File: src/design/padc_map.vh
`ifndef PADC_MAP_VH
`define PADC_MAP_VH
// Sample word width
`define PADC_DATA_W        12
// Encode cycles from hold edge to output
`define PADC_LATENCY       5
// Pipeline stage count
`define PADC_STAGES        4
// Bits resolved by each stage (no redundant bits; four stages give the 12-bit word)
`define PADC_STAGE_BITS    3
// Top code and bottom code of the range
`define PADC_CODE_MAX      12'hfff
`define PADC_CODE_MIN      12'h000
// Interrupt status bit positions
`define PADC_IRQ_WORD      0
`define PADC_IRQ_OVF       1
`define PADC_IRQ_W         2
// Register offsets (byte addresses)
`define PADC_REG_CTRL      4'h0
`define PADC_REG_STATUS    4'h4
`define PADC_REG_MASK      4'h8
`define PADC_REG_LAST      4'hc
// Control bit positions
`define PADC_CTRL_MSB_INVERT_CTL   0
`define PADC_CTRL_ENABLE_N 1
`endif

File: src/design/padc_edge_sync.v
`timescale 1ns/1ns
// Two-flop synchroniser with rising and falling edge pulses
module padc_edge_sync (
   input  wire i_clk_sys,   // System clock
   input  wire i_rst_n,     // Async reset, active low
   input  wire i_async,     // Level from outside the domain
   output wire o_level,     // Synchronised level
   output wire o_rise,      // One-cycle pulse on rising edge
   output wire o_fall       // One-cycle pulse on falling edge
);
   reg meta;                // First stage, read only by sync
   reg sync;                // Second stage
   reg last;                // Previous synchronised level

   // Sample chain; edge detect sits after the second stage only
   always @(posedge i_clk_sys or negedge i_rst_n) begin
      if (!i_rst_n) begin
         meta <= 1'b0;
         sync <= 1'b0;
         last <= 1'b0;
      end else begin
         meta <= i_async;
         sync <= meta;
         last <= sync;
      end
   end

   assign o_level = sync;
   assign o_rise  = sync & ~last;
   assign o_fall  = ~sync & last;
endmodule // padc_edge_sync

File: src/design/padc_stage.v
`timescale 1ns/1ns
`include "padc_map.vh"
// One pipelined quantiser stage: resolves bits and passes the residue
module padc_stage #(
   parameter RES_W  = 12,   // Residue width entering this stage
   parameter BITS   = 3     // Bits resolved here
) (
   input  wire             i_clk_sys,  // System clock
   input  wire             i_rst_n,    // Async reset, active low
   input  wire             i_step,     // Phase enable pulse
   input  wire [RES_W-1:0] i_res,      // Residue from previous stage
   output reg  [BITS-1:0]  o_code,     // Coarse code of this stage
   output reg  [RES_W-1:0] o_res       // Residue for next stage
);
   // Acquire on own phase; residue is input minus quantised part, rescaled
   always @(posedge i_clk_sys or negedge i_rst_n) begin
      if (!i_rst_n) begin
         o_code <= {BITS{1'b0}};
         o_res  <= {RES_W{1'b0}};
      end else if (i_step) begin
         o_code <= i_res[RES_W-1 -: BITS];
         o_res  <= {i_res[RES_W-BITS-1:0], {BITS{1'b0}}};
      end
   end
endmodule // padc_stage

File: src/design/padc_core.v
// Implementation choices: the address map and strobed register access.
`timescale 1ns/1ns
`include "padc_map.vh"
module padc_core #(
   parameter DATA_W = `PADC_DATA_W,   // Output word width
   parameter LAT    = `PADC_LATENCY   // Encode cycles of latency
) (
   input  wire              i_clk_sys,        // System clock, 20 MHz
   input  wire              i_rst_n,          // Async reset, active low
   input  wire              i_encode_clk_p,   // Encode true input
   input  wire              i_encode_clk_n,   // Encode complement input
   input  wire [DATA_W-1:0] i_analog_code,    // Analog input as ideal code
   input  wire              i_analog_over,    // Input above top of range
   input  wire              i_analog_under,   // Input below bottom of range
   input  wire              i_msb_invert_ctl, // Pin: 0 two's comp, 1 offset bin
   input  wire              i_drive_enable_n, // Pin: low enables outputs
   input  wire [3:0]        i_addr,           // Register address
   input  wire [31:0]       i_wdata,          // Register write data
   input  wire              i_wr,             // Write strobe
   input  wire              i_rd,             // Read strobe
   output reg  [31:0]       o_rdata,          // Read data, one cycle later
   output wire [DATA_W-1:0] o_sample_bits,    // Data bus output value
   output wire [DATA_W-1:0] o_sample_bits_oe, // Data bus output enables
   output reg               o_range_overflow, // Over or under flow flag
   output reg               o_data_valid_strobe, // Capture strobe
   output wire              o_irq             // Level interrupt
);
   localparam SB = `PADC_STAGE_BITS;          // Bits per stage

   // Sync of pins from the encode side and from the board
   wire enc_true_lvl;    // Synchronised true encode
   wire enc_comp_lvl;    // Synchronised complement
   wire msb_invert_ctl_lvl;      // Synchronised format strap
   wire oe_n_lvl;        // Synchronised enable
   padc_edge_sync u_sync_p (
      .i_clk_sys (i_clk_sys),
      .i_rst_n   (i_rst_n),
      .i_async   (i_encode_clk_p),
      .o_level   (enc_true_lvl),
      .o_rise    (),
      .o_fall    ()
   );
   padc_edge_sync u_sync_n (
      .i_clk_sys (i_clk_sys),
      .i_rst_n   (i_rst_n),
      .i_async   (i_encode_clk_n),
      .o_level   (enc_comp_lvl),
      .o_rise    (),
      .o_fall    ()
   );
   padc_edge_sync u_sync_inv (
      .i_clk_sys (i_clk_sys),
      .i_rst_n   (i_rst_n),
      .i_async   (i_msb_invert_ctl),
      .o_level   (msb_invert_ctl_lvl),
      .o_rise    (),
      .o_fall    ()
   );
   padc_edge_sync u_sync_oe (
      .i_clk_sys (i_clk_sys),
      .i_rst_n   (i_rst_n),
      .i_async   (i_drive_enable_n),
      .o_level   (oe_n_lvl),
      .o_rise    (),
      .o_fall    ()
   );

   // Differential decision; equal inputs keep the previous phase
   reg  enc_hi;          // Resolved encode phase
   reg  enc_hi_d;        // Previous phase
   always @(posedge i_clk_sys or negedge i_rst_n) begin
      if (!i_rst_n) begin
         enc_hi   <= 1'b0;
         enc_hi_d <= 1'b0;
      end else begin
         if (enc_true_lvl & ~enc_comp_lvl)
            enc_hi <= 1'b1;
         else if (~enc_true_lvl & enc_comp_lvl)
            enc_hi <= 1'b0;
         enc_hi_d <= enc_hi;
      end
   end
   wire enc_rise = enc_hi & ~enc_hi_d;        // Hold edge
   wire enc_fall = ~enc_hi & enc_hi_d;        // Acquire edge

   // Sample and hold: tracks while low, frozen on rising edge
   reg [DATA_W-1:0] track;   // Tracked input
   reg              trk_ovr; // Tracked out-of-range
   reg [DATA_W-1:0] held;    // Held sample
   reg              held_ovr;
   always @(posedge i_clk_sys or negedge i_rst_n) begin
      if (!i_rst_n) begin
         track    <= `PADC_CODE_MIN;
         trk_ovr  <= 1'b0;
         held     <= `PADC_CODE_MIN;
         held_ovr <= 1'b0;
      end else begin
         if (!enc_hi || enc_fall) begin
            if (i_analog_over)
               track <= `PADC_CODE_MAX;        // Clip at top
            else if (i_analog_under)
               track <= `PADC_CODE_MIN;        // Clip at bottom
            else
               track <= i_analog_code;
            trk_ovr <= i_analog_over | i_analog_under;
         end
         if (enc_rise) begin
            held     <= track;
            held_ovr <= trk_ovr;
         end
      end
   end

   // Four stages alternate: odd on falling edge, even on rising edge
   wire [SB-1:0]     c1, c2, c3, c4;    // Stage codes
   wire [DATA_W-1:0] r1, r2, r3, r4;    // Residues
   padc_stage #(.RES_W(DATA_W), .BITS(SB)) u_st1 (
      .i_clk_sys (i_clk_sys), .i_rst_n (i_rst_n), .i_step (enc_fall),
      .i_res (held), .o_code (c1), .o_res (r1));
   padc_stage #(.RES_W(DATA_W), .BITS(SB)) u_st2 (
      .i_clk_sys (i_clk_sys), .i_rst_n (i_rst_n), .i_step (enc_rise),
      .i_res (r1), .o_code (c2), .o_res (r2));
   padc_stage #(.RES_W(DATA_W), .BITS(SB)) u_st3 (
      .i_clk_sys (i_clk_sys), .i_rst_n (i_rst_n), .i_step (enc_fall),
      .i_res (r2), .o_code (c3), .o_res (r3));
   padc_stage #(.RES_W(DATA_W), .BITS(SB)) u_st4 (
      .i_clk_sys (i_clk_sys), .i_rst_n (i_rst_n), .i_step (enc_rise),
      .i_res (r3), .o_code (c4), .o_res (r4));

   // Align stage codes so one sample's codes meet at correction
   reg [SB-1:0] c1_d1, c1_d2, c1_d3;  // Stage one delay line
   reg [SB-1:0] c2_d1, c2_d2;         // Stage two delay line
   reg [SB-1:0] c3_d1;                // Stage three delay
   reg [3:0]    ovr_line;             // Flag delay to the output flag register
   always @(posedge i_clk_sys or negedge i_rst_n) begin
      if (!i_rst_n) begin
         c1_d1 <= {SB{1'b0}}; c1_d2 <= {SB{1'b0}}; c1_d3 <= {SB{1'b0}};
         c2_d1 <= {SB{1'b0}}; c2_d2 <= {SB{1'b0}};
         c3_d1 <= {SB{1'b0}};
         ovr_line <= 4'h0;
      end else begin
         if (enc_rise) begin
            c1_d1 <= c1;
            c2_d1 <= c2;
            c1_d2 <= c1_d1;
         end
         if (enc_fall) begin
            c1_d3 <= c1_d2;
            c2_d2 <= c2_d1;
            c3_d1 <= c3;
         end
         if (enc_rise)
            ovr_line <= {ovr_line[2:0], held_ovr};
      end
   end

   // Correction: plain concatenation of the four stage codes, no overlap or redundant bit
   function [DATA_W-1:0] padc_combine;
      input [SB-1:0] a, b, c, d;
      begin
         padc_combine = {a, b, c, d};
      end
   endfunction

   // Output pipeline: corrected words step on rising encode edges
   // Extra stage makes the word arrive with its flag, five rises after hold
   reg [DATA_W-1:0] corr;     // Corrected word
   reg [DATA_W-1:0] mid_word; // Latency padding stage
   reg [DATA_W-1:0] out_word; // Word for the output buffer
   always @(posedge i_clk_sys or negedge i_rst_n) begin
      if (!i_rst_n) begin
         corr             <= `PADC_CODE_MIN;
         mid_word         <= `PADC_CODE_MIN;
         out_word         <= `PADC_CODE_MIN;
         o_range_overflow <= 1'b0;
      end else if (enc_rise) begin
         corr             <= padc_combine(c1_d3, c2_d2, c3_d1, c4);
         mid_word         <= corr;
         out_word         <= mid_word;
         o_range_overflow <= ovr_line[3];
      end
   end

   // Format select; control register can override the pin
   reg ctrl_fmt_ovr;         // Software format override enable
   reg ctrl_oe_force_n;      // Software output disable
   wire fmt_offset = msb_invert_ctl_lvl & ~ctrl_fmt_ovr;
   wire [DATA_W-1:0] fmt_word =
      {out_word[DATA_W-1] ^ ~fmt_offset, out_word[DATA_W-2:0]};

   // Data bus and tri-state; bit 0 is LSB
   // Loaded only after a hold edge, so a format change never moves the
   // bus while the strobe is high
   reg [DATA_W-1:0] bus_q;   // Registered bus value
   reg              load_q;  // One cycle after the hold edge
   always @(posedge i_clk_sys or negedge i_rst_n) begin
      if (!i_rst_n) begin
         bus_q  <= `PADC_CODE_MIN;
         load_q <= 1'b0;
      end else begin
         load_q <= enc_rise;
         if (load_q)
            bus_q <= fmt_word;
      end
   end
   assign o_sample_bits    = bus_q;
   assign o_sample_bits_oe = {DATA_W{~oe_n_lvl & ~ctrl_oe_force_n}};

   // Strobe: low on hold edge, high on falling edge after data settled
   always @(posedge i_clk_sys or negedge i_rst_n) begin
      if (!i_rst_n)
         o_data_valid_strobe <= 1'b0;
      else if (enc_rise)
         o_data_valid_strobe <= 1'b0;
      else if (enc_fall)
         o_data_valid_strobe <= 1'b1;
   end

   // Interrupt status: set wins over write-one clear
   reg [`PADC_IRQ_W-1:0] irq_stat;   // Sticky events
   reg [`PADC_IRQ_W-1:0] irq_mask;   // Enables
   wire [`PADC_IRQ_W-1:0] ev;
   assign ev[`PADC_IRQ_WORD] = enc_fall;
   assign ev[`PADC_IRQ_OVF]  = enc_fall & o_range_overflow;
   wire wr_ctrl = i_wr && (i_addr == `PADC_REG_CTRL);
   wire wr_stat = i_wr && (i_addr == `PADC_REG_STATUS);
   wire wr_mask = i_wr && (i_addr == `PADC_REG_MASK);
   always @(posedge i_clk_sys or negedge i_rst_n) begin
      if (!i_rst_n) begin
         irq_stat        <= {`PADC_IRQ_W{1'b0}};
         irq_mask        <= {`PADC_IRQ_W{1'b0}};
         ctrl_fmt_ovr    <= 1'b0;
         ctrl_oe_force_n <= 1'b0;
      end else begin
         irq_stat <= (irq_stat & ~(wr_stat ? i_wdata[`PADC_IRQ_W-1:0]
                                            : {`PADC_IRQ_W{1'b0}})) | ev;
         if (wr_mask)
            irq_mask <= i_wdata[`PADC_IRQ_W-1:0];
         if (wr_ctrl) begin
            ctrl_fmt_ovr    <= i_wdata[`PADC_CTRL_MSB_INVERT_CTL];
            ctrl_oe_force_n <= i_wdata[`PADC_CTRL_ENABLE_N];
         end
      end
   end
   assign o_irq = |(irq_stat & irq_mask);

   // Read port; unmapped addresses return zero
   always @(posedge i_clk_sys or negedge i_rst_n) begin
      if (!i_rst_n)
         o_rdata <= 32'h00000000;
      else if (i_rd) begin
         if (i_addr == `PADC_REG_CTRL)
            o_rdata <= {30'h0, ctrl_oe_force_n, ctrl_fmt_ovr};
         else if (i_addr == `PADC_REG_STATUS)
            o_rdata <= {30'h0, irq_stat};
         else if (i_addr == `PADC_REG_MASK)
            o_rdata <= {30'h0, irq_mask};
         else if (i_addr == `PADC_REG_LAST)
            o_rdata <= {19'h0, o_range_overflow, bus_q};
         else
            o_rdata <= 32'h00000000;
      end else
         o_rdata <= 32'h00000000;
   end
endmodule // padc_core

File: config.mk
export PLATFORM = sky130hd
export DESIGN_NAME = padc_core
export DESIGN_NICKNAME = d
export VERILOG_FILES = /design/src/design/padc_edge_sync.v /design/src/design/padc_stage.v /design/src/design/padc_core.v
export VERILOG_INCLUDE_DIRS = /design/src /design/src/design
export SDC_FILE = /design/constraint.sdc
export NUM_CORES = 1
export LEC_CHECK = 0
export ABC_AREA = 1
export ABC_CLOCK_PERIOD_IN_PS = 1400
export BUFFER_PORTS_ARGS = -buffer_cell sky130_fd_sc_hd__buf_2
export CORE_MARGIN = 3
export CORE_UTILIZATION = 31
export CTS_CLUSTER_SIZE = 16
export DETAILED_ROUTE_END_ITERATION = 8
export GPL_ROUTABILITY_DRIVEN = 0
export GPL_TIMING_DRIVEN = 0
export HOLD_SLACK_MARGIN = 0.05
export PLACE_DENSITY = 0.5
export SLEW_MARGIN = 25
export SYNTH_ARGS = -nofsm -noshare
export SYNTH_HDL_FRONTEND = slang
export SYNTH_SLANG_ARGS = --single-unit
File: constraint.sdc
create_clock -name i_clk_sys -period 1.4 [get_ports i_clk_sys]
set_clock_uncertainty 0.05 [all_clocks]
set_input_delay 0.14 -clock i_clk_sys [delete_from_list [all_inputs] [get_ports i_clk_sys]]
set_output_delay 0.14 -clock i_clk_sys [all_outputs]
set_load 0.05 [all_outputs]
==> impl_results.md <==
* Die Wd at 147.7 um
* RSZ-0062 raised after global routing: yes
* Post-layout minimum cycle time at 1524 ps
* Max_cap viols at 0
* Synth top area share at 63.49%
* Vias in the first global route at 4416
* Critical path peak fanout at 6
* Final #Nets at 836
* # rows at 51
* Clock latency on the worst-skew pair at 410 ps
* # DRC at 0
* Final hold violations at 0
* Drt total wl at 12980 um
* Worst path required time at 1210 ps
* #FFs+latches synth at 158
* Setup ws final at -124.5 ps
* ANT cells at 0
* Drt initial violations at 180
* Worst r2r src: enc_hi$_DFFE_PN0P_
* M3 GR Usage at 3.219%
* CP endpoint kind: output port
* Hpwl dp at 8339 um
* Top-level I/O count at 117
* CTS root buf: clkbuf_16
* Via count at 4432
* Pwr dens at 1944 nW/um^2
* Initial Util at 31.79%
* # clock sinks at 158
* Largest net degree at the start of global routing at 93
* Worst setup SP type: flip-flop
* Status: finished with violations
* Max clock buf depth at 2
* Routed WL per cell at 12.33 um
* Hold_ws at 56.08 ps
* Vias per Instance at 4.213
* Routed Antenna Nets at 0
* Setup TNS at -2010 ps
* Reg2reg end: held_ovr$_DFFE_PN0P_
* Max transition margin at 66.27%
* Post-synthesis cell area at 6227 sq um
* CTS buffer count at 17
* Top cells by area, synth: dfrtp_1 63%, nand2_1 6.5%, o21ai_0 5.9%
* Layout cells sized above 1 at 31.00%
* First-pass GRT wire length at 21560 um
* Clock slew at reported path FFs at 60 ps
* 1st-pass router iterations at 5
* All-Layer GR Usage at 12.28%
* CP startpoint: u_sync_oe.o_level$_DFF_PN0_
* CTS tree: built
* Violated checks: negative setup slack
* Area Growth Syn to Fin at 37.65%
* # placed instances at 974
* Die Y at 147.7 um
* Final cycle utilization of the critical path at 108.9%
* CP endpoint: o_sample_bits_oe[3]
* Met2 global-route usage at 19.71%
* Initial antenna violation count at 0
* Fin cells at 1052
* Final setup fails at 30
* Synth Area per Inst at 9.996 sq um
* Yosys warnings at 0
* Worst reg2reg path depth at 5
* Crit path arrival time at 1330 ps
* Gate count after technology mapping at 623
* Core area at 19590 sq um
* Worst-margin pin slew at 505.9 ps
* R2r setup slk at -60 ps
* Port bufs at 67
* Crit path kind: reg2out
* Worst hold path type: in2reg
* Number of distinct library cells after synthesis at 26
* Die Footprint at 21820 sq um
* H-tree lvl count at 4
* Area leader, netlist: dfrtp_1
* Total gr overflow at 0
* PnR Total Power at 16.66 mW
* Met1 GRT Util at 16.45%
* Seq/Total Area, Yosys at 63.49%
* GR peak layer: met2
* Maximum vdd drop at 1016 uV
* Fmax achieved at 0.6560 GHz
* Final slew viol count at 0
* Leakage at 4.115 nW
==> layer usage <==
metal  routed length, um  part of all wire, %  vias up
met5                   0                    0        -
met4                 125                 0.96        0
met3                 488                  3.8        8
met2                6349                   49       77
met1                6012                   46     2118
li1                    -                    -     2229
==> cells by family (layout without fill, tap and decap cells) <==
kind of cell | after synthesis | in the layout | share of synthesized area [%]
fa+ha+maj | 3 | 3 | 0.6028
flops | 158 | 158 | 63.49
other cells | 1 | 19 | 0.06022
compound gates | 139 | 139 | 11.19
xor+xnor | 1 | 1 | 0.1407
buf+inv | 134 | 279 | 11.31
simple gates | 182 | 183 | 12.00
mux | 5 | 5 | 1.206
==> worst max-delay path, cell delays in order, from the launching register on <==
cell and delay, ps:
dfrtp_2 440, nor2_4 190, buf_4 150, buf_8 140
==> cells in the final DEF, fill, tap and decap left out, types with 5 or more instances in the layout <==
cell,netlist,layout
buf_8,0,17
buf_12,0,5
nor2_1,52,35
clkbuf_16,0,18
a21oi_1,45,37
conb_1,1,19
nor2_4,2,13
a21oi_2,0,8
mux2_4,5,5
buf_6,8,17
buf_4,32,44
nand3_1,9,9
dfrtp_1,158,156
buf_2,14,56
nand2_1,108,96
o21ai_1,19,40
inv_1,73,69
nand2_2,1,13
nor2_2,5,12
dlygate4sd3_1,0,28
o21ai_2,0,6
o21ai_0,74,47
==> what timing repair did <==
item,4_1_cts,5_1_grt
hold buffers,28,1
hold endpoints to repair,92,1
cloned,3,3
setup endpoints to repair,121,121
gates resized for setup,66,119
pin swaps,5,8
buffers inserted,9,8
==> state kept, by name (all words and copies together) (netlist names), 3 cells and up <==
signal         cells
c1_d1              3
c1_d2              3
c1_d3              3
c2_d1              3
c2_d2              3
c3_d1              3
corr              12
held              12
mid_word          12
o_rdata           13
o_sample_bits     12
out_word          12
ovr_line           4
track             12
u_st1.o_code       3
u_st1.o_res        9
u_st2.o_code       3
u_st2.o_res        6
u_st3.o_code       3
u_st3.o_res        3
u_st4.o_code       3
==> worst min path at each step <==
stage / cells after the start / to / from
finish: 5 / o_rdata[12]$_DFF_PN0_ / i_addr[3]
global route: 5 / o_rdata[12]$_DFF_PN0_ / i_addr[3]
CTS: 5 / irq_stat[0]$_DFF_PN0_ / i_addr[3]
detailed placement: 1 / o_rdata[1]$_DFF_PN0_ / i_rst_n
global placement: 1 / u_sync_n.meta$_DFF_PN0_ / i_encode_clk_n
floorplan: 0 / c1_d1[0]$_DFFE_PN0P_ / i_rst_n
==> through the flow <==
| stage | util (%) | worst slack [ps] | instance area [sq um] |
|---|---|---|---|
| final | 43.76 | -124.5 | 8572 |
| after global placement | 35.58 | -2129 | 6969 |
| after CTS | 41.96 | -127.3 | 8220 |
| after floorplan | - | 63.30 | 6302 |
| after detailed placement | 35.77 | -234.0 | 7007 |
| after global routing | 43.76 | -173.6 | 8572 |
==> Yosys cell counts, drive strengths merged <==
cell type and instances:
xor2 1, a21oi 45, nand3 10, mux2 5
ha 3, buf 54, nand4 2, inv 75
o21ai 93, dfrtp 158, nand3b 1, nor2 59
o22ai 1, nand2 110, conb 1, clkbuf 5
==> power by group <==
group          internal [mW]  total [mW]  switching [mW]
clock network           2.75        4.52            1.77
registers               6.29        7.13           0.842
logic                   1.90        5.02            3.11
==> cell type report <==
cell class,instances,area (sq um)
sequential,158,3956
clock buffer,21,470.5
buffer,55,498.0
inverter,75,291.5
multi-input combinational,350,1854
clock inverter,10,113.9
fill,1883,11020
tap,265,331.6
timing repair buffer,118,1056
(Power assumes the default switching activity.)
